[src/hdl/usi_pkg.sv]
// Constants and event carrier for the USB engine register interface
package usi_pkg;

   // Register locations in data-memory bank 1
   localparam logic [7:0] USI_ADDR_RSV_LO = 8'h40;
   localparam logic [7:0] USI_ADDR_DIR = 8'h41;
   localparam logic [7:0] USI_ADDR_DEVADDR = 8'h42;
   localparam logic [7:0] USI_ADDR_HALT = 8'h43;
   localparam logic [7:0] USI_ADDR_ACCESS = 8'h44;
   localparam logic [7:0] USI_ADDR_STATUS = 8'h45;
   localparam logic [7:0] USI_ADDR_BUFCMD = 8'h46;
   localparam logic [7:0] USI_ADDR_EP0BUF = 8'h48;
   localparam logic [7:0] USI_ADDR_EP1BUF = 8'h49;
   localparam logic [7:0] USI_ADDR_RSV_MID = 8'h4a;
   localparam logic [7:0] USI_ADDR_RSV_HI = 8'h4f;

   // Reset values
   localparam logic [7:0] USI_DEVADDR_RST = 8'h00;
   localparam logic [1:0] USI_DIR_RST = 2'h3;
   localparam logic [1:0] USI_HALT_RST = 2'h0;
   localparam logic [1:0] USI_ACCESS_RST = 2'h0;
   localparam logic USI_EOT_RST = 1'b1;

   // Endpoint count and device address field
   localparam int USI_NUM_EP = 2;
   localparam int USI_WAKE_BIT = 0;
   localparam int USI_ADDR_LSB = 1;
   localparam int USI_ADDR_W = 7;

   // Engine status field positions
   localparam int USI_ST_ADRSET = 0;
   localparam int USI_ST_F0ERR = 1;
   localparam int USI_ST_OUT = 2;
   localparam int USI_ST_IN = 3;
   localparam int USI_ST_NAK = 4;
   localparam int USI_ST_CRC = 5;
   localparam int USI_ST_EOT = 6;
   localparam int USI_ST_MNI = 7;

   // Event pulses and levels from the serial engine
   typedef struct packed {
      logic setup_ok;
      logic in_token;
      logic out_token;
      logic out_nonzero;
      logic in_acked;
      logic nak_sent;
      logic crc_err;
      logic ep0_buffer_error;
      logic [1:0] ep_hit;
      logic eot_level;
   } usi_sie_ev_s;

endpackage : usi_pkg

[src/hdl/usi_regs.sv]
// Firmware register file between the microcontroller and the USB engine
`timescale 1ns/1ps
module usi_regs
   import usi_pkg::*;
(
   input wire logic core_clk,
   input wire logic rst_n,
   input wire logic mem_bank1,
   input wire logic [7:0] mem_addr,
   input wire logic mem_wr,
   input wire logic [7:0] mem_wdata,
   input wire logic mem_rd,
   output logic [7:0] mem_rdata,
   input wire usi_sie_ev_s sie_ev,
   output logic [USI_ADDR_W-1:0] dev_addr,
   output logic remote_wakeup,
   output logic [USI_NUM_EP-1:0] ep_dir_in,
   output logic [USI_NUM_EP-1:0] ep_halt,
   output logic nak_irq
);

   logic [7:0] addr_reg_q;
   logic [USI_ADDR_W-1:0] dev_addr_q;
   logic [USI_NUM_EP-1:0] dir_q;
   logic [USI_NUM_EP-1:0] halt_q;
   logic [USI_NUM_EP-1:0] acc_q;
   logic adrset_q;
   logic f0err_q;
   logic out_q;
   logic in_q;
   logic nak_q;
   logic crc_q;
   logic eot_q;
   logic mni_q;
   logic nak_irq_q;
   logic [7:0] rdata_q;
   logic [7:0] rdata_d;
   logic [7:0] status;
   logic wr_dir;
   logic wr_addr;
   logic wr_halt;
   logic wr_stat;
   logic rd_acc;

   // Decode only inside bank 1; reserved slots match nothing
   assign wr_dir = mem_wr & mem_bank1 & (mem_addr == USI_ADDR_DIR);
   assign wr_addr = mem_wr & mem_bank1 & (mem_addr == USI_ADDR_DEVADDR);
   assign wr_halt = mem_wr & mem_bank1 & (mem_addr == USI_ADDR_HALT);
   assign wr_stat = mem_wr & mem_bank1 & (mem_addr == USI_ADDR_STATUS);
   assign rd_acc = mem_rd & mem_bank1 & (mem_addr == USI_ADDR_ACCESS);

   // Address and wake-up register as firmware wrote it
   always_ff @(posedge core_clk) begin
      if (!rst_n) begin
         addr_reg_q <= USI_DEVADDR_RST;
      end else if (wr_addr) begin
         addr_reg_q <= mem_wdata;
      end
   end

   // Address the engine answers to
   always_ff @(posedge core_clk) begin
      if (!rst_n) begin
         dev_addr_q <= USI_DEVADDR_RST[USI_ADDR_LSB +: USI_ADDR_W];
      end else if (wr_addr && !adrset_q) begin
         dev_addr_q <= mem_wdata[USI_ADDR_LSB +: USI_ADDR_W];
      end else if (adrset_q && sie_ev.in_acked) begin
         dev_addr_q <= addr_reg_q[USI_ADDR_LSB +: USI_ADDR_W];
      end
   end

   // Deferred update bit; a firmware set beats the engine's clear
   always_ff @(posedge core_clk) begin
      if (!rst_n) begin
         adrset_q <= 1'b0;
      end else if (wr_stat) begin
         adrset_q <= mem_wdata[USI_ST_ADRSET];
      end else if (adrset_q && sie_ev.in_acked) begin
         adrset_q <= 1'b0;
      end
   end

   // Per-endpoint bitmaps
   genvar ep;
   generate
      for (ep = 0; ep < USI_NUM_EP; ep++) begin : g_ep
         always_ff @(posedge core_clk) begin
            if (!rst_n) begin
               dir_q[ep] <= USI_DIR_RST[ep];
            end else if (wr_dir) begin
               dir_q[ep] <= mem_wdata[ep];
            end
         end
         always_ff @(posedge core_clk) begin
            if (!rst_n) begin
               halt_q[ep] <= USI_HALT_RST[ep];
            end else if (wr_halt) begin
               halt_q[ep] <= mem_wdata[ep];
            end
         end
         // Cleared by a firmware read; a hit in that cycle still lands
         always_ff @(posedge core_clk) begin
            if (!rst_n) begin
               acc_q[ep] <= USI_ACCESS_RST[ep];
            end else if (sie_ev.ep_hit[ep]) begin
               acc_q[ep] <= 1'b1;
            end else if (rd_acc) begin
               acc_q[ep] <= 1'b0;
            end
         end
      end
   endgenerate

   // Buffer error: writing 0 clears, engine set wins
   always_ff @(posedge core_clk) begin
      if (!rst_n) begin
         f0err_q <= 1'b0;
      end else if (sie_ev.ep0_buffer_error) begin
         f0err_q <= 1'b1;
      end else if (wr_stat && !mem_wdata[USI_ST_F0ERR]) begin
         f0err_q <= 1'b0;
      end
   end

   // OUT data waiting
   always_ff @(posedge core_clk) begin
      if (!rst_n) begin
         out_q <= 1'b0;
      end else if (sie_ev.out_token && sie_ev.out_nonzero) begin
         out_q <= 1'b1;
      end else if (sie_ev.setup_ok) begin
         out_q <= 1'b0;
      end else if (wr_stat && !mem_wdata[USI_ST_OUT]) begin
         out_q <= 1'b0;
      end
   end

   // Kind of the latest token; any other token drops it
   always_ff @(posedge core_clk) begin
      if (!rst_n) begin
         in_q <= 1'b0;
      end else if (sie_ev.in_token) begin
         in_q <= 1'b1;
      end else if (sie_ev.out_token || sie_ev.setup_ok) begin
         in_q <= 1'b0;
      end
   end

   // NAK report, held until the next token arrives
   always_ff @(posedge core_clk) begin
      if (!rst_n) begin
         nak_q <= 1'b0;
      end else if (sie_ev.nak_sent) begin
         nak_q <= 1'b1;
      end else if (sie_ev.in_token || sie_ev.out_token
                   || sie_ev.setup_ok) begin
         nak_q <= 1'b0;
      end
   end

   // Checksum error, sticky until firmware writes 0
   always_ff @(posedge core_clk) begin
      if (!rst_n) begin
         crc_q <= 1'b0;
      end else if (sie_ev.crc_err) begin
         crc_q <= 1'b1;
      end else if (wr_stat && !mem_wdata[USI_ST_CRC]) begin
         crc_q <= 1'b0;
      end
   end

   // Engine level, same clock, so one stage only
   always_ff @(posedge core_clk) begin
      if (!rst_n) begin
         eot_q <= USI_EOT_RST;
      end else begin
         eot_q <= sie_ev.eot_level;
      end
   end

   // NAK interrupt mask and the gated interrupt pulse
   always_ff @(posedge core_clk) begin
      if (!rst_n) begin
         mni_q <= 1'b0;
      end else if (wr_stat) begin
         mni_q <= mem_wdata[USI_ST_MNI];
      end
   end

   always_ff @(posedge core_clk) begin
      if (!rst_n) begin
         nak_irq_q <= 1'b0;
      end else begin
         nak_irq_q <= sie_ev.nak_sent & ~mni_q;
      end
   end

   always_comb begin
      status = 8'h00;
      status[USI_ST_ADRSET] = adrset_q;
      status[USI_ST_F0ERR] = f0err_q;
      status[USI_ST_OUT] = out_q;
      status[USI_ST_IN] = in_q;
      status[USI_ST_NAK] = nak_q;
      status[USI_ST_CRC] = crc_q;
      status[USI_ST_EOT] = eot_q;
      status[USI_ST_MNI] = mni_q;
   end

   // Read mux; buffer command and buffer ports live elsewhere, read 0 here
   always_comb begin
      rdata_d = 8'h00;
      if (mem_bank1) begin
         case (mem_addr)
            USI_ADDR_DIR: rdata_d = {6'h00, dir_q};
            USI_ADDR_DEVADDR: rdata_d = addr_reg_q;
            USI_ADDR_HALT: rdata_d = {6'h00, halt_q};
            USI_ADDR_ACCESS: rdata_d = {6'h00, acc_q};
            USI_ADDR_STATUS: rdata_d = status;
            default: rdata_d = 8'h00;
         endcase
      end
   end

   always_ff @(posedge core_clk) begin
      if (!rst_n) begin
         rdata_q <= 8'h00;
      end else if (mem_rd) begin
         rdata_q <= rdata_d;
      end
   end

   assign mem_rdata = rdata_q;
   assign dev_addr = dev_addr_q;
   assign remote_wakeup = addr_reg_q[USI_WAKE_BIT];
   assign ep_dir_in = dir_q;
   assign ep_halt = halt_q;
   assign nak_irq = nak_irq_q;

   // Checks
   AST_RSV_READ_ZERO: assert property (@(posedge core_clk)
      disable iff (!rst_n) mem_rd && mem_bank1
      && (mem_addr == USI_ADDR_RSV_LO || mem_addr == USI_ADDR_RSV_MID
          || mem_addr == USI_ADDR_RSV_HI) |=> mem_rdata == 8'h00)
      else $error("Reserved slot read nonzero");

   AST_ADDR_RESET: assert property (@(posedge core_clk)
      !rst_n |=> dev_addr == 7'h00 && addr_reg_q == 8'h00)
      else $error("Address not zero after reset");

   AST_WAKE_BIT: assert property (@(posedge core_clk)
      disable iff (!rst_n)
      wr_addr |=> remote_wakeup == $past(mem_wdata[0]))
      else $error("Wake-up bit not taken from bit 0");

   AST_DIR_RESET: assert property (@(posedge core_clk)
      !rst_n |=> ep_dir_in == 2'b11)
      else $error("Endpoints not IN after reset");

   AST_ACC_ONLY_ON_HIT: assert property (@(posedge core_clk)
      disable iff (!rst_n)
      !acc_q[0] && !sie_ev.ep_hit[0] |=> !acc_q[0])
      else $error("Access bit set without host access");

   AST_ACC_SET: assert property (@(posedge core_clk)
      disable iff (!rst_n) sie_ev.ep_hit[1] |=> acc_q[1])
      else $error("Access bit missed host access");

   AST_DEFER_LOAD: assert property (@(posedge core_clk)
      disable iff (!rst_n)
      adrset_q && sie_ev.in_acked && !wr_stat && !wr_addr
      |=> dev_addr == $past(addr_reg_q[7:1]) && !adrset_q)
      else $error("Deferred address not loaded after IN");

   AST_DEFER_HOLD: assert property (@(posedge core_clk)
      disable iff (!rst_n)
      adrset_q && !sie_ev.in_acked |=> $stable(dev_addr))
      else $error("Address changed before IN completed");

   AST_IMMEDIATE: assert property (@(posedge core_clk)
      disable iff (!rst_n)
      wr_addr && !adrset_q |=> dev_addr == $past(mem_wdata[7:1]))
      else $error("Address not adopted at once");

   AST_F0_STICKY: assert property (@(posedge core_clk)
      disable iff (!rst_n)
      sie_ev.ep0_buffer_error ##1 !(wr_stat && !mem_wdata[1])[*2] |=> f0err_q)
      else $error("Buffer error flag lost");

   AST_OUT_SET: assert property (@(posedge core_clk)
      disable iff (!rst_n)
      sie_ev.out_token && sie_ev.out_nonzero |=> out_q)
      else $error("OUT flag not set");

   AST_OUT_SETUP_CLR: assert property (@(posedge core_clk)
      disable iff (!rst_n)
      sie_ev.setup_ok && !sie_ev.out_token |=> !out_q)
      else $error("OUT flag survived SETUP");

   AST_IN_FLAG: assert property (@(posedge core_clk)
      disable iff (!rst_n)
      sie_ev.in_token |=> status[USI_ST_IN])
      else $error("IN token not reported");

   AST_NAK_FLAG: assert property (@(posedge core_clk)
      disable iff (!rst_n) sie_ev.nak_sent |=> nak_q)
      else $error("NAK not reported");

   AST_CRC_STICKY: assert property (@(posedge core_clk)
      disable iff (!rst_n)
      crc_q && !(wr_stat && !mem_wdata[5]) |=> crc_q)
      else $error("Checksum flag cleared without firmware");

   AST_EOT_READ: assert property (@(posedge core_clk)
      disable iff (!rst_n)
      mem_rd && mem_bank1 && mem_addr == USI_ADDR_STATUS
      && $past(rst_n)
      |=> mem_rdata[USI_ST_EOT] == $past(sie_ev.eot_level, 2))
      else $error("End-of-transfer flag misread");

   AST_NAK_MASK: assert property (@(posedge core_clk)
      disable iff (!rst_n)
      sie_ev.nak_sent |=> nak_irq == !$past(mni_q))
      else $error("NAK interrupt mask wrong");

   AST_RSV_BITS: assert property (@(posedge core_clk)
      disable iff (!rst_n)
      mem_rd && mem_bank1 && (mem_addr == USI_ADDR_DIR
      || mem_addr == USI_ADDR_HALT || mem_addr == USI_ADDR_ACCESS)
      |=> mem_rdata[7:2] == 6'h00)
      else $error("Reserved bitmap bits nonzero");

   COV_DEFER: cover property (@(posedge core_clk) disable iff (!rst_n)
      adrset_q ##1 sie_ev.in_acked ##1 !adrset_q);
   COV_OUT_SETUP: cover property (@(posedge core_clk) disable iff (!rst_n)
      out_q ##1 sie_ev.setup_ok ##1 !out_q);
   COV_NAK_IRQ: cover property (@(posedge core_clk) disable iff (!rst_n)
      sie_ev.nak_sent ##1 nak_irq);
   COV_CRC_CLR: cover property (@(posedge core_clk) disable iff (!rst_n)
      crc_q ##1 wr_stat ##1 !crc_q);

endmodule : usi_regs

[config.mk]
export PLATFORM = sky130hd
export DESIGN_NAME = usi_regs
export DESIGN_NICKNAME = d
export VERILOG_FILES = /design/src/hdl/usi_pkg.sv /design/src/hdl/usi_regs.sv
export SDC_FILE = /design/constraint.sdc
export NUM_CORES = 1
export LEC_CHECK = 0
export BUFFER_PORTS_ARGS = -buffer_cell sky130_fd_sc_hd__buf_2
export CORE_MARGIN = 8
export CORE_UTILIZATION = 45
export DETAILED_ROUTE_END_ITERATION = 7
export PLACE_DENSITY = 0.74
export SLEW_MARGIN = 20
export SYNTH_ARGS = -nofsm -noshare
export SYNTH_HDL_FRONTEND = slang
export SYNTH_SLANG_ARGS = --single-unit
[constraint.sdc]
create_clock -name core_clk -period 2.65 [get_ports core_clk]
set_input_delay 0.265 -clock core_clk [delete_from_list [all_inputs] [get_ports core_clk]]
set_output_delay 0.265 -clock core_clk [all_outputs]
set_load 0.005 [all_outputs]
==> metrics list, run 1 <==
* Resize count post-CTS: 0
- Clock tree root buffer cell: clkbuf_8
- On the worst path, the slowest cell contributes a delay of 0.71 ns.
* Area growth from synthesis to layout: 19.2%
- Detailed Route Iter0 Violations: 90
- The synthesized design contains 38 register bits.
- Number of buffers inserted by post-CTS setup repair: 0
- Mean area per synthesized cell: 10.3 µm²
- Worst relative slew slack: 0.524
* Biggest area contributors in the synthesized netlist: dfxtp_1 43%, mux2i_1 13%, a22o_1 7.0%
- At the later pin of the worst-skew pair, clock insertion delay measures 0.29 ns.
- Top layer used by detailed routing: met4
- Setup repair after global routing left no endpoint under its margin.
- Fraction of layout cells with a size suffix above 1: 0.329
- Highest ir drop seen on vdd: 320 µV
- Across all hold checks on the routed design, the worst slack comes to 0.174 ns.
* Worst path arrival time: 2.21 ns
* Critical path startpoint category: primary input
- The floorplan step set the die width to 78.5 µm.
- For this run, the total global-route usage over all layers was measured as 0.129.
* Least-Margin Pin Slew: 0.708 ns
- Grouping stages by cell kind, the critical path spends the most delay in simple AND/OR/NAND/NOR gates.
* Maximum buffer depth of the clock tree: 2
- When the netlist entered floorplanning its net count stood at 202.
* Max-slew violation total from the final report: 0
* Power per unit of standard cell area: 500 nW/µm²
* Initial antenna violation count: 0
* Worst path slowest cell: or4_4
* Number of setup violations in the final report: 0
- DR vias: 1416
- Result of the run: finished, final reports clean
- I/O Buffers: 52
- Buf+Inv Stages, Crit Path: 1
- Wire length of the first global-routing pass: 6.49 mm
- Summed over all cells, the static leakage comes to 0.00101 µW.
- Along the worst path, the maximum fanout reaches 17.
- The share of synthesized area in the top cell type comes to 0.433.
- The worst setup path is of the primary input to flip-flop kind.
- CTS clk-pin slew, worst paths: 0.07 ns
- Cell Area, Synth: 1760 µm²
* Met2 Routed Length: 1.88 mm
- Count of cell types in the netlist: 34
- Required time reported for the critical path endpoint: 2.83 ns
- Met3 WL post-DR: 266 µm
* Worst Skew: 0.00386 ns
- Fraction of the yosys area taken by sequential cells: 0.433
- 53 I/O pins were placed.
* Final clock period utilization by the worst path: 0.766
- The floorplan has 22 rows.
- Clock tree from TritonCTS: done
- Classification of the worst-slack hold path: primary input to flip-flop
- Placed wire-length estimate after detailed placement: 3.03 mm
- Detailed-routing wirelength on met1: 1.80 mm
- Fmax achieved: 492 MHz
- Wire length per cell after detailed routing: 15.2 µm
- The clock tree synthesis step divided the H-tree into 2 levels.
* Nets: 249
- Final routed DRC violation total: 0
- The floorplan step set the die height to 78.5 µm.
- Across the run, the number of max-cap violations was 0.
* Final GP Congestion: 0.771
* Crit. End Element: flip-flop
* Number of iterations in the first detailed-routing pass: 4
- Total number of yosys warnings: 0
- The cell count after synthesis came out at 170.
- List of cells traversed by the critical path: buf_2, or4b_4, or4_4, mux2_4, o211a_1
- Core area: 3720 µm²
- Final sum of negative setup slack: 0 ns
- Counting I/O delays and the setup requirement, the final critical path takes 2.03 ns.
- The repair_antennas step left the layout with diodes totalling 0.
- The number of global-route vias before repair is 1394.
- The total overflow left after global routing is 0.
- Yosys top cell by area: dfxtp_1
- Buffers inserted during clock tree synthesis total 5.
- Number of sinks on the clock net: 38
* Maximum number of pins on one net before global-route repair: 34
* Starting Density: 0.473
- The routed design has 4.00 mm of wire.
- Post-CTS Hold Buffers: 0
- Final hold vios: 0
- Area of the die: 6160 µm²
- Via-per-instance ratio: 5.36
* Final ANT Viol Nets: 0
[layout by cell type (no fill, tap or decap)]
cell	netlist	layout
o211ai_1	1	1
nor3b_1	1	1
dfxtp_1	38	38
nor3_1	3	3
o21a_1	1	1
nor2_1	4	4
nand2b_1	1	1
a22oi_1	1	1
o311a_1	2	2
mux2_4	5	5
nand4bb_1	1	1
mux2i_1	22	22
nor2b_1	15	15
a2111oi_0	1	1
o21ai_0	5	5
or4_4	1	1
and3b_1	2	2
or4b_4	1	1
a22o_1	14	14
o211a_1	5	5
mux2_2	2	2
nand3_1	1	1
or3b_2	3	3
buf_2	1	52
a21boi_0	1	1
o31ai_1	1	1
inv_1	1	1
a21oi_1	5	5
clkbuf_8	0	6
nor4_1	2	2
buf_4	0	1
nor4b_1	3	3
nand2_1	14	14
[kinds of logic after synthesis]
kind of cell	share of synthesized area
AOI/OAI and AO/OA	0.164
and+or+nand+nor	0.179
muxes	0.181
buffers and inverters	0.0434
DFF	0.433
[area by class of cell]
cell class,instances,area [µm²]
clock buffer,6,82.6
fill,356,1620
inverter,1,3.75
multi-input combinational,118,921
sequential,38,761
tap,48,60.1
timing repair buffer,53,268
[cells in the mapped netlist (all sizes together)]
cell type,number
clkbuf,8
or4b,1
o21a,1
or3b,3
nor4,2
mux2i,22
nor4b,3
inv,1
o311a,2
or4,1
o211ai,1
a22oi,1
a21oi,5
nor3b,1
nand3,1
mux2,7
and3b,2
o211a,5
o21ai,5
nand4bb,1
dfxtp,38
nor2,4
nand2,14
buf,5
a2111oi,1
a22o,14
o31ai,1
nand2b,1
a21boi,1
nor2b,15
nor3,3
[final timing paths]
check / start / to / slack [ns] / depth (start not counted)
hold / removal: sie_ev[0] / eot_q / 0.17 / 2
setup / recovery: mem_addr[5] / dev_addr[2] / 0.62 / 5
setup reg to reg: adrset_q / dev_addr[4] / 1.29 / 4
hold reg to reg: out_q / out_q / 0.47 / 2
[power breakdown]
group / switching, µW / internal (µW)
Sequential: 4.09 / 580
Combinational: 38.0 / 35.5
Clock: 190 / 201
Total: 232 / 816
[registers in the layout (all words and copies together), names as in the netlist, 2 cells and up]
name        flops
ep_dir_in       2
dev_addr        7
addr_reg_q      8
acc_q           2
ep_halt         2
mem_rdata       8
[routing by layer]
| metal | up-vias | global-route usage |
|---|---|---|
| met1 | 660 | 0.148 |
| li1 | 716 | - |
| met4 | 0 | 0.0667 |
| met3 | 5 | 0.0421 |
| met5 | - | 0 |
| met2 | 35 | 0.210 |
[stage by stage]
step	cells	cell area, µm²	power [µW]	utilization	setup slack (ns)
6_report	264	2100	1050	0.564	0.619
5_1_grt	264	2100	1090	0.564	0.582
4_1_cts	264	2100	1060	0.564	0.627
3_5_place_dp	258	2010	670	0.542	0.321
3_3_place_gp	258	2010	670	0.542	0.347
2_1_floorplan	170	1760	635	-	0.479
No activity file was read; power rests on OpenSTA's default activity.
==> inputs of run 2 (changes only) <==
- ABC_AREA: not set -> 1
- PLACE_DENSITY: 0.74 -> 0.77
- clock period: 2.65 -> 1.8 ns (I/O delays scaled with it)
==> run 2 against run 1 <==
Die area down 0.22%; sequential power up 47%; sequential share of layout area down 0.64 points; cell count up 30%; cell area up 1.8%; critical path type unchanged; highest routed layer unchanged.
==> metrics list, run 2 <==
- In this run the tightest slew margin relative to its limit is 0.685.
- Setup total negative slack on the finished layout was measured at 0 ns.
- Biggest area contributors in the synthesized netlist: dfxtp_1 43%, nand2_1 9.6%, a21oi_1 8.9%
- Post-route insts no fill: 342
- The path class of the tightest hold or removal check is primary input to flip-flop.
- Post-placement cell area: 2040 µm²
* Mean area per synthesized cell: 7.33 µm²
- Wire length of the first global-routing pass: 6.75 mm
- Area of the die: 6150 µm²
* Die X: 78.4 µm
* Count of cell types in the netlist: 25
- The worst setup path is launched from a primary input.
* Fraction of power spent switching nets: 0.237
- Maximum buffer depth of the clock tree: 2
- Fraction of the yosys area taken by sequential cells: 0.434
* Core occupancy in the finished layout: 0.574
- In this run the remaining antenna-violating nets after routing total 0.
- Clock-pin slew was measured on the worst setup and hold paths at 0.07 ns.
* Yosys top cell by area: dfxtp_1
- In the final design database the tool counted 325 nets.
* Required time reported for the critical path endpoint: 2.01 ns
- Dividing the final minimum period by the clock period gives 0.692.
- Data arrives at the worst endpoint at 1.46 ns.
- Yosys top cell area share: 0.434
- Detailed Route Iter0 Violations: 113
- Cts bufs inserted: 5
- Leaving out fill and tap cells, the most frequent cell in the layout is buf_2.
- Of all flip-flops after synthesis, the portion carrying an async set or reset was 0.
- Leakage power total: 0.00100 µW
- Among all flip-flop cells after synthesis, the most frequent one is dfxtp_1.
- Wire length reported by the detailed router: 4.10 mm
- Internal Power: 1210 µW
* I/O pin cnt: 53
- Final routed DRC violation total: 0
- Chip Height: 78.4 µm
- Post-CTS Hold Buffers: 0
* Core area: 3720 µm²
- Filler cell count in the final layout: 382
- Resize count post-CTS: 0
- Total number of yosys warnings: 0
- In the post-synthesis netlist, the cell with the most instances is nand2_1.
- The final hold violation count is 0.
* Most used cells in the layout excluding fill and tap cells: 52 x buf_2, 45 x nand2_1, 38 x dfxtp_1
* Worst path setup slack after routing: 0.554 ns
* Number of iterations in the first detailed-routing pass: 4
* Combinational fraction of design power: 0.074
* Non-Filler Cell Area, Final: 2130 µm²
* Starting Density: 0.472
- The initial antenna violation count is 0.
- Synth Instances: 239
* Clock tree from TritonCTS: done
- In this run the clock root is driven by a clkbuf_8.
* Placed wire-length estimate after detailed placement: 3.12 mm
- Cell count after placement: 334
- Counting cells, the worst reg-to-reg path comes to 5.
- Along the worst path, the maximum fanout reaches 19.
- Later-pin clock latency in the skew report: 0.29 ns
- Max-slew violation total from the final report: 0
- In this run the power density over the cells is 743 nW/µm².
- Setup repair after global routing left no endpoint under its margin.
- Depth of the CTS H-tree: 2
- Of the total power, the clock network draws 0.383.
* Gr ovfl total: 0
* Wire length per cell after detailed routing: 12.0 µm
- The repair_antennas step left the layout with diodes totalling 0.
- Max capacitance violation total: 0
- The clock arrives with 0.00782 ns of skew.
* Highest ir drop seen on vdd: 548 µV
* Number of synthesized register bits: 38
* Result of the run: finished, final reports clean
* Number of buffers inserted by post-CTS setup repair: 0
- Crit. End Element: flip-flop
- Yosys mapped a number of flops with a built-in enable equal to 0.
- The worst path in the final design needs a cycle of 1.25 ns, including I/O delays and setup.
- For this design the total switching power over the nets is 376 µW.
- Area growth from synthesis to layout: 21.7%
- Vias in the first global route: 1534
- After floorplanning, the core was divided into 22 placement rows.
- At the placement stage, the worst setup path has a slack of 0.248 ns.
* Least-Margin Pin Slew: 0.472 ns
- Most common library cells after synthesis: 45 x nand2_1, 38 x dfxtp_1, 31 x a21oi_1
* Via-per-instance ratio: 4.96
* Startpoint-to-endpoint class of the critical path: primary input to flip-flop
- Fraction of layout cells with a size suffix above 1: 0.265
- Number of sinks on the clock net: 38
- Of the total power, registers draw 0.543.
- DR vias: 1696
* Cell Area, Synth: 1750 µm²
* Number of setup violations in the final report: 0
- Maximum number of pins on one net before global-route repair: 20
* Fmax achieved: 803 MHz
- The count of buffers added on input and output ports is 52.
- Final GP Congestion: 0.837
- Post-Syn Nets: 271
- Depth of the worst hold-timing path: 2
- Across every metal layer, demand over resource in global routing totals 0.133.
## run 2: cell count changes after synthesis, moves of 6 or more
| cell | previous run | this run |
|---|---|---|
| a21oi_1 | 5 | 31 |
| a22o_1 | 14 | 0 |
| inv_1 | 1 | 28 |
| mux2i_1 | 22 | 0 |
| nand2_1 | 14 | 45 |
| nand3_1 | 1 | 19 |
| nor2_1 | 4 | 14 |
| nor2b_1 | 15 | 0 |
| o21ai_0 | 5 | 25 |
| o21ai_1 | 0 | 6 |
## run 2: metrics by stage
stage	hold slack [ns]	power (µW)
6_report	0.0876	1580
5_1_grt	0.0882	1650
4_1_cts	0.0823	1600
3_5_place_dp	0.378	997
3_3_place_gp	0.381	995
2_1_floorplan	0.287	943
## run 2: path summary, 6_finish.rpt
check	startpoint	slack, ns	end
max	mem_addr[4]	0.55	dev_addr[2]
min	sie_ev[0]	0.09	eot_q
max reg2reg	adrset_q	0.64	dev_addr[2]
min reg2reg	mni_q	0.45	nak_irq
## run 2: cells by family (layout without fill, tap and decap cells)
| family | after synthesis | in the layout | share of synthesized area |
|---|---|---|---|
| compound gates | 68 | 68 | 0.202 |
| buf+inv | 39 | 94 | 0.0992 |
| simple gates | 94 | 94 | 0.265 |
| flops | 38 | 38 | 0.434 |
## run 2: final cells by class
cell class / count / area [µm²] / area share
flip-flops and latches: 38 / 761 / 0.357
well taps: 48 / 60.1 / 0.0282
inverters: 31 / 116 / 0.0545
clock inverters: 2 / 12.5 / 0.00587
clock buffers: 6 / 82.6 / 0.0387
multi-input cells: 162 / 818 / 0.384
repair buffers: 55 / 283 / 0.133
## run 2: per-layer routing
metal / GRT usage / up-vias / share of wire
met3: 0.0581 / 5 / 0.081
met2: 0.212 / 55 / 0.45
li1: - / 898 / -
met4: 0.0389 / 0 / 0.0095
met1: 0.157 / 738 / 0.46
met5: 0 / - / 0
## run 2: worst max-delay path: stages
cell,delay [ns]
buf_2,0.09
inv_1,0.04
nand2_1,0.07
nor2_4,0.35
nand4_4,0.31
o21ai_0,0.16
o21ai_1,0.09
a21oi_1,0.15
## run 2: power by group through the flow
| stage | sequential, µW | clock [µW] | combinational, µW |
|---|---|---|---|
| final | 860 | 607 | 118 |
| after CTS | 859 | 623 | 119 |
| after global routing | 861 | 654 | 133 |
| after global placement | 879 | 0 | 117 |
| after detailed placement | 879 | 0 | 118 |
| after floorplan | 877 | 0 | 65.3 |
==> inputs of run 3 (changes only) <==
- ABC_AREA: 1 -> 0
- clock period: 1.8 -> 1.1 ns (I/O delays scaled with it)
==> run 3 against run 2 <==
Cell area grew 17%; core utilization rose by 9.8 points; sequential cell count did not move; sequential share of layout area decreased by 5.2 points; the flow now finishes with violations (setup timing); critical path depth down 3; largest cell class unchanged; clock skew decreased by 0.0053 ns; sequential power up 64%; power grew 97%; via count fell by 6.9%; non-clock buffer count grew 26; first-iteration DRC count decreased by 0.88%; global-route usage increased by 1.9 points.
==> metrics list, run 3 (synthesis gave the netlist of run 1 again) <==
- The flow ran to the end, but the final reports show violations.
* Violated checks: setup timing
* Fraction of power spent switching nets: 0.202
* Highest ir drop seen on vdd: 602 µV
* Minimum clock period after layout: 1.62 ns
- Derived from the worst setup path, the maximum achievable clock frequency is 618 MHz.
- During placement, the flow inserted port buffers numbering 52.
* Worst Skew: 0.00255 ns
* Cell count after placement: 281
- After detailed routing, the number of remaining DRC violations is 0.
* Maximum buffer depth of the clock tree: 2
- After clock tree synthesis, the clock-pin slew on the worst setup and hold paths is 0.07 ns.
- Entering global routing, the biggest net connects 20 pins.
- Wire length of the first global-routing pass: 7.65 mm
- Combinational fraction of design power: 0.080
- The initial utilization of the core area, before any placement, comes to 0.473.
* Aggregate global-route resource usage: 0.152
* Number of sinks on the clock net: 38
- For flop-to-flop paths, the worst setup slack is -0.11 ns.
* Later-pin clock latency in the skew report: 0.29 ns
* Core occupancy in the finished layout: 0.672
* Post-Place Setup Slack: -0.819 ns
* I/O pin cnt: 53
- The startpoint identified for the worst hold timing path is sie_ev[10].
* Fraction of layout cells with a size suffix above 1: 0.443
- Clock share of power: 0.468
- In this run the core area contains 22 standard-cell rows.
- Setup repair after global routing could not meet its margin everywhere.
- The initial antenna violation count was 0.
- CP Max Fanout: 7
* Worst relative slew slack: 0.654
- Power comes to 3120 µW.
- Worst hold slack after final layout: 0.0505 ns
- Of the total power, registers draw 0.451.
* Most used cells in the layout excluding fill and tap cells: 51 x buf_2, 38 x dfxtp_1, 23 x buf_4
- Power per unit of standard cell area: 1250 nW/µm²
- Global routing finished with a remaining overflow of 0.
* Placed wire-length estimate after detailed placement: 3.42 mm
* End point of the most critical hold path: out_q
- The total area inside the core boundary comes to 3720 µm².
- Compared with the post-synthesis result, the final layout area differs by 42.1%.
- For this block, the routed nets add up to 4.67 mm of wire.
- In this run the clock root is driven by a clkbuf_8.
* Number of iterations in the first detailed-routing pass: 4
* Via-per-instance ratio: 5.37
- DR vias: 1579
- At the worst endpoint, the arrival time is 1.80 ns.
* Critical path startpoint category: primary input
* Final antenna diode count: 0
- The number of global-route vias before repair was 1623.
* Crit. End Element: flip-flop
- Depth of the CTS H-tree: 2
* Most common cell after layout, fill and taps aside: buf_2
- Reg2reg path depth: 4
- In this run the worst hold path is classified as primary input to flip-flop.
- In this run the static leakage power is 0.00122 µW.
- Required time reported for the critical path endpoint: 1.28 ns
- Max-slew violation total from the final report: 0
- Setup violations remaining at the end of the flow were counted as 34.
- The final hold violation count came to 0.
- Dividing the final minimum period by the clock period gives 1.47.
- Post-route insts no fill: 294
- Dividing the detail-routed wire length by the instance count gives 15.9 µm.
* Final ANT Viol Nets: 0
- Buffers inserted during clock tree synthesis total 5.
- The tool flagged a number of max-cap violations equal to 0.
- The floorplan step defined a die boundary enclosing 6160 µm².
- Nets: 277
- The critical path in this run is classified as primary input to flip-flop.
- Internal Power: 2490 µW
- Die X: 78.5 µm
- TritonCTS built the clock tree.
* Net Sw Power: 629 µW
- At the pin with the least slew margin, the transition time is 0.517 ns.
- Setup slack on the critical path of the routed design comes to -0.517 ns.
- The die is 78.5 µm tall.
* Depth of the worst hold-timing path: 2
- The detailed router finished its first iteration with 112 violations.
* Final GP Congestion: 0.867
* R2R Path End: mem_rdata[1]
- Worst reg2reg startpoint: ep_dir_in[1]
[run 3: cell types whose count changed in the layout (fill, tap and decap cells not counted), moves of 5 or more]
| cell | previous run | this run |
|---|---|---|
| a21oi_1 | 31 | 3 |
| a22o_1 | 0 | 14 |
| buf_4 | 3 | 23 |
| inv_1 | 28 | 1 |
| mux2_4 | 0 | 5 |
| mux2i_1 | 0 | 21 |
| nand2_1 | 45 | 14 |
| nand3_1 | 19 | 1 |
| nand4_1 | 5 | 0 |
| nor2_1 | 14 | 4 |
| nor2b_1 | 0 | 15 |
| o211a_1 | 0 | 5 |
| o21ai_0 | 25 | 4 |
| o21ai_1 | 6 | 1 |
[run 3: power by group through the flow]
stage / clock (µW) / combinational [µW] / sequential (µW)
2_1_floorplan: 0 / 95.1 / 1440
3_3_place_gp: 0 / 211 / 1440
3_5_place_dp: 0 / 213 / 1440
4_1_cts: 1490 / 229 / 1410
5_1_grt: 1560 / 270 / 1410
6_report: 1460 / 251 / 1410
[run 3: metal layers]
metal / part of all wire / global-route usage
met1: 0.44 / 0.180
met2: 0.49 / 0.256
met3: 0.046 / 0.0342
met4: 0.022 / 0.0648
met5: 0 / 0
[run 3: final cells by class]
class / count / area, µm²
inverter: 1 / 3.75
sequential: 38 / 761
fill: 309 / 1220
clock inverter: 2 / 60.1
clock buffer: 6 / 82.6
multi-input combinational: 118 / 1010
timing repair buffer: 81 / 518
tap: 48 / 60.1
[run 3: what timing repair did]
item	in CTS	in global routing
cloned	0	0
hold endpoints to repair	0	1
resized for setup	14	11
hold buffers	0	1
pin swaps	1	8
endpoints found under the setup margin	34	34
setup buffers	2	3
[run 3: worst max path at each step]
stage | from | to | depth (start not counted)
finish | mem_addr[5] | dev_addr[1] | 5
detailed placement | mem_addr[5] | dev_addr[5] | 5
global placement | mem_addr[5] | dev_addr[2] | 5
CTS | mem_addr[5] | dev_addr[5] | 5
floorplan | mem_addr[5] | dev_addr[0] | 6
global route | mem_addr[5] | dev_addr[2] | 5
[run 3: through the flow]
stage / cell area, µm² / TNS (ns)
detailed placement: 2190 / -23.44
CTS: 2410 / -11.94
floorplan: 1770 / -19.06
finish: 2500 / -13.67
global placement: 2190 / -22.91
global route: 2500 / -14.82
[run 3: critical path: stages]
cell and delay, ns:
buf_6 0.09, or4b_4 0.53, or4_4 0.53, mux2_4 0.33, o211a_1 0.21
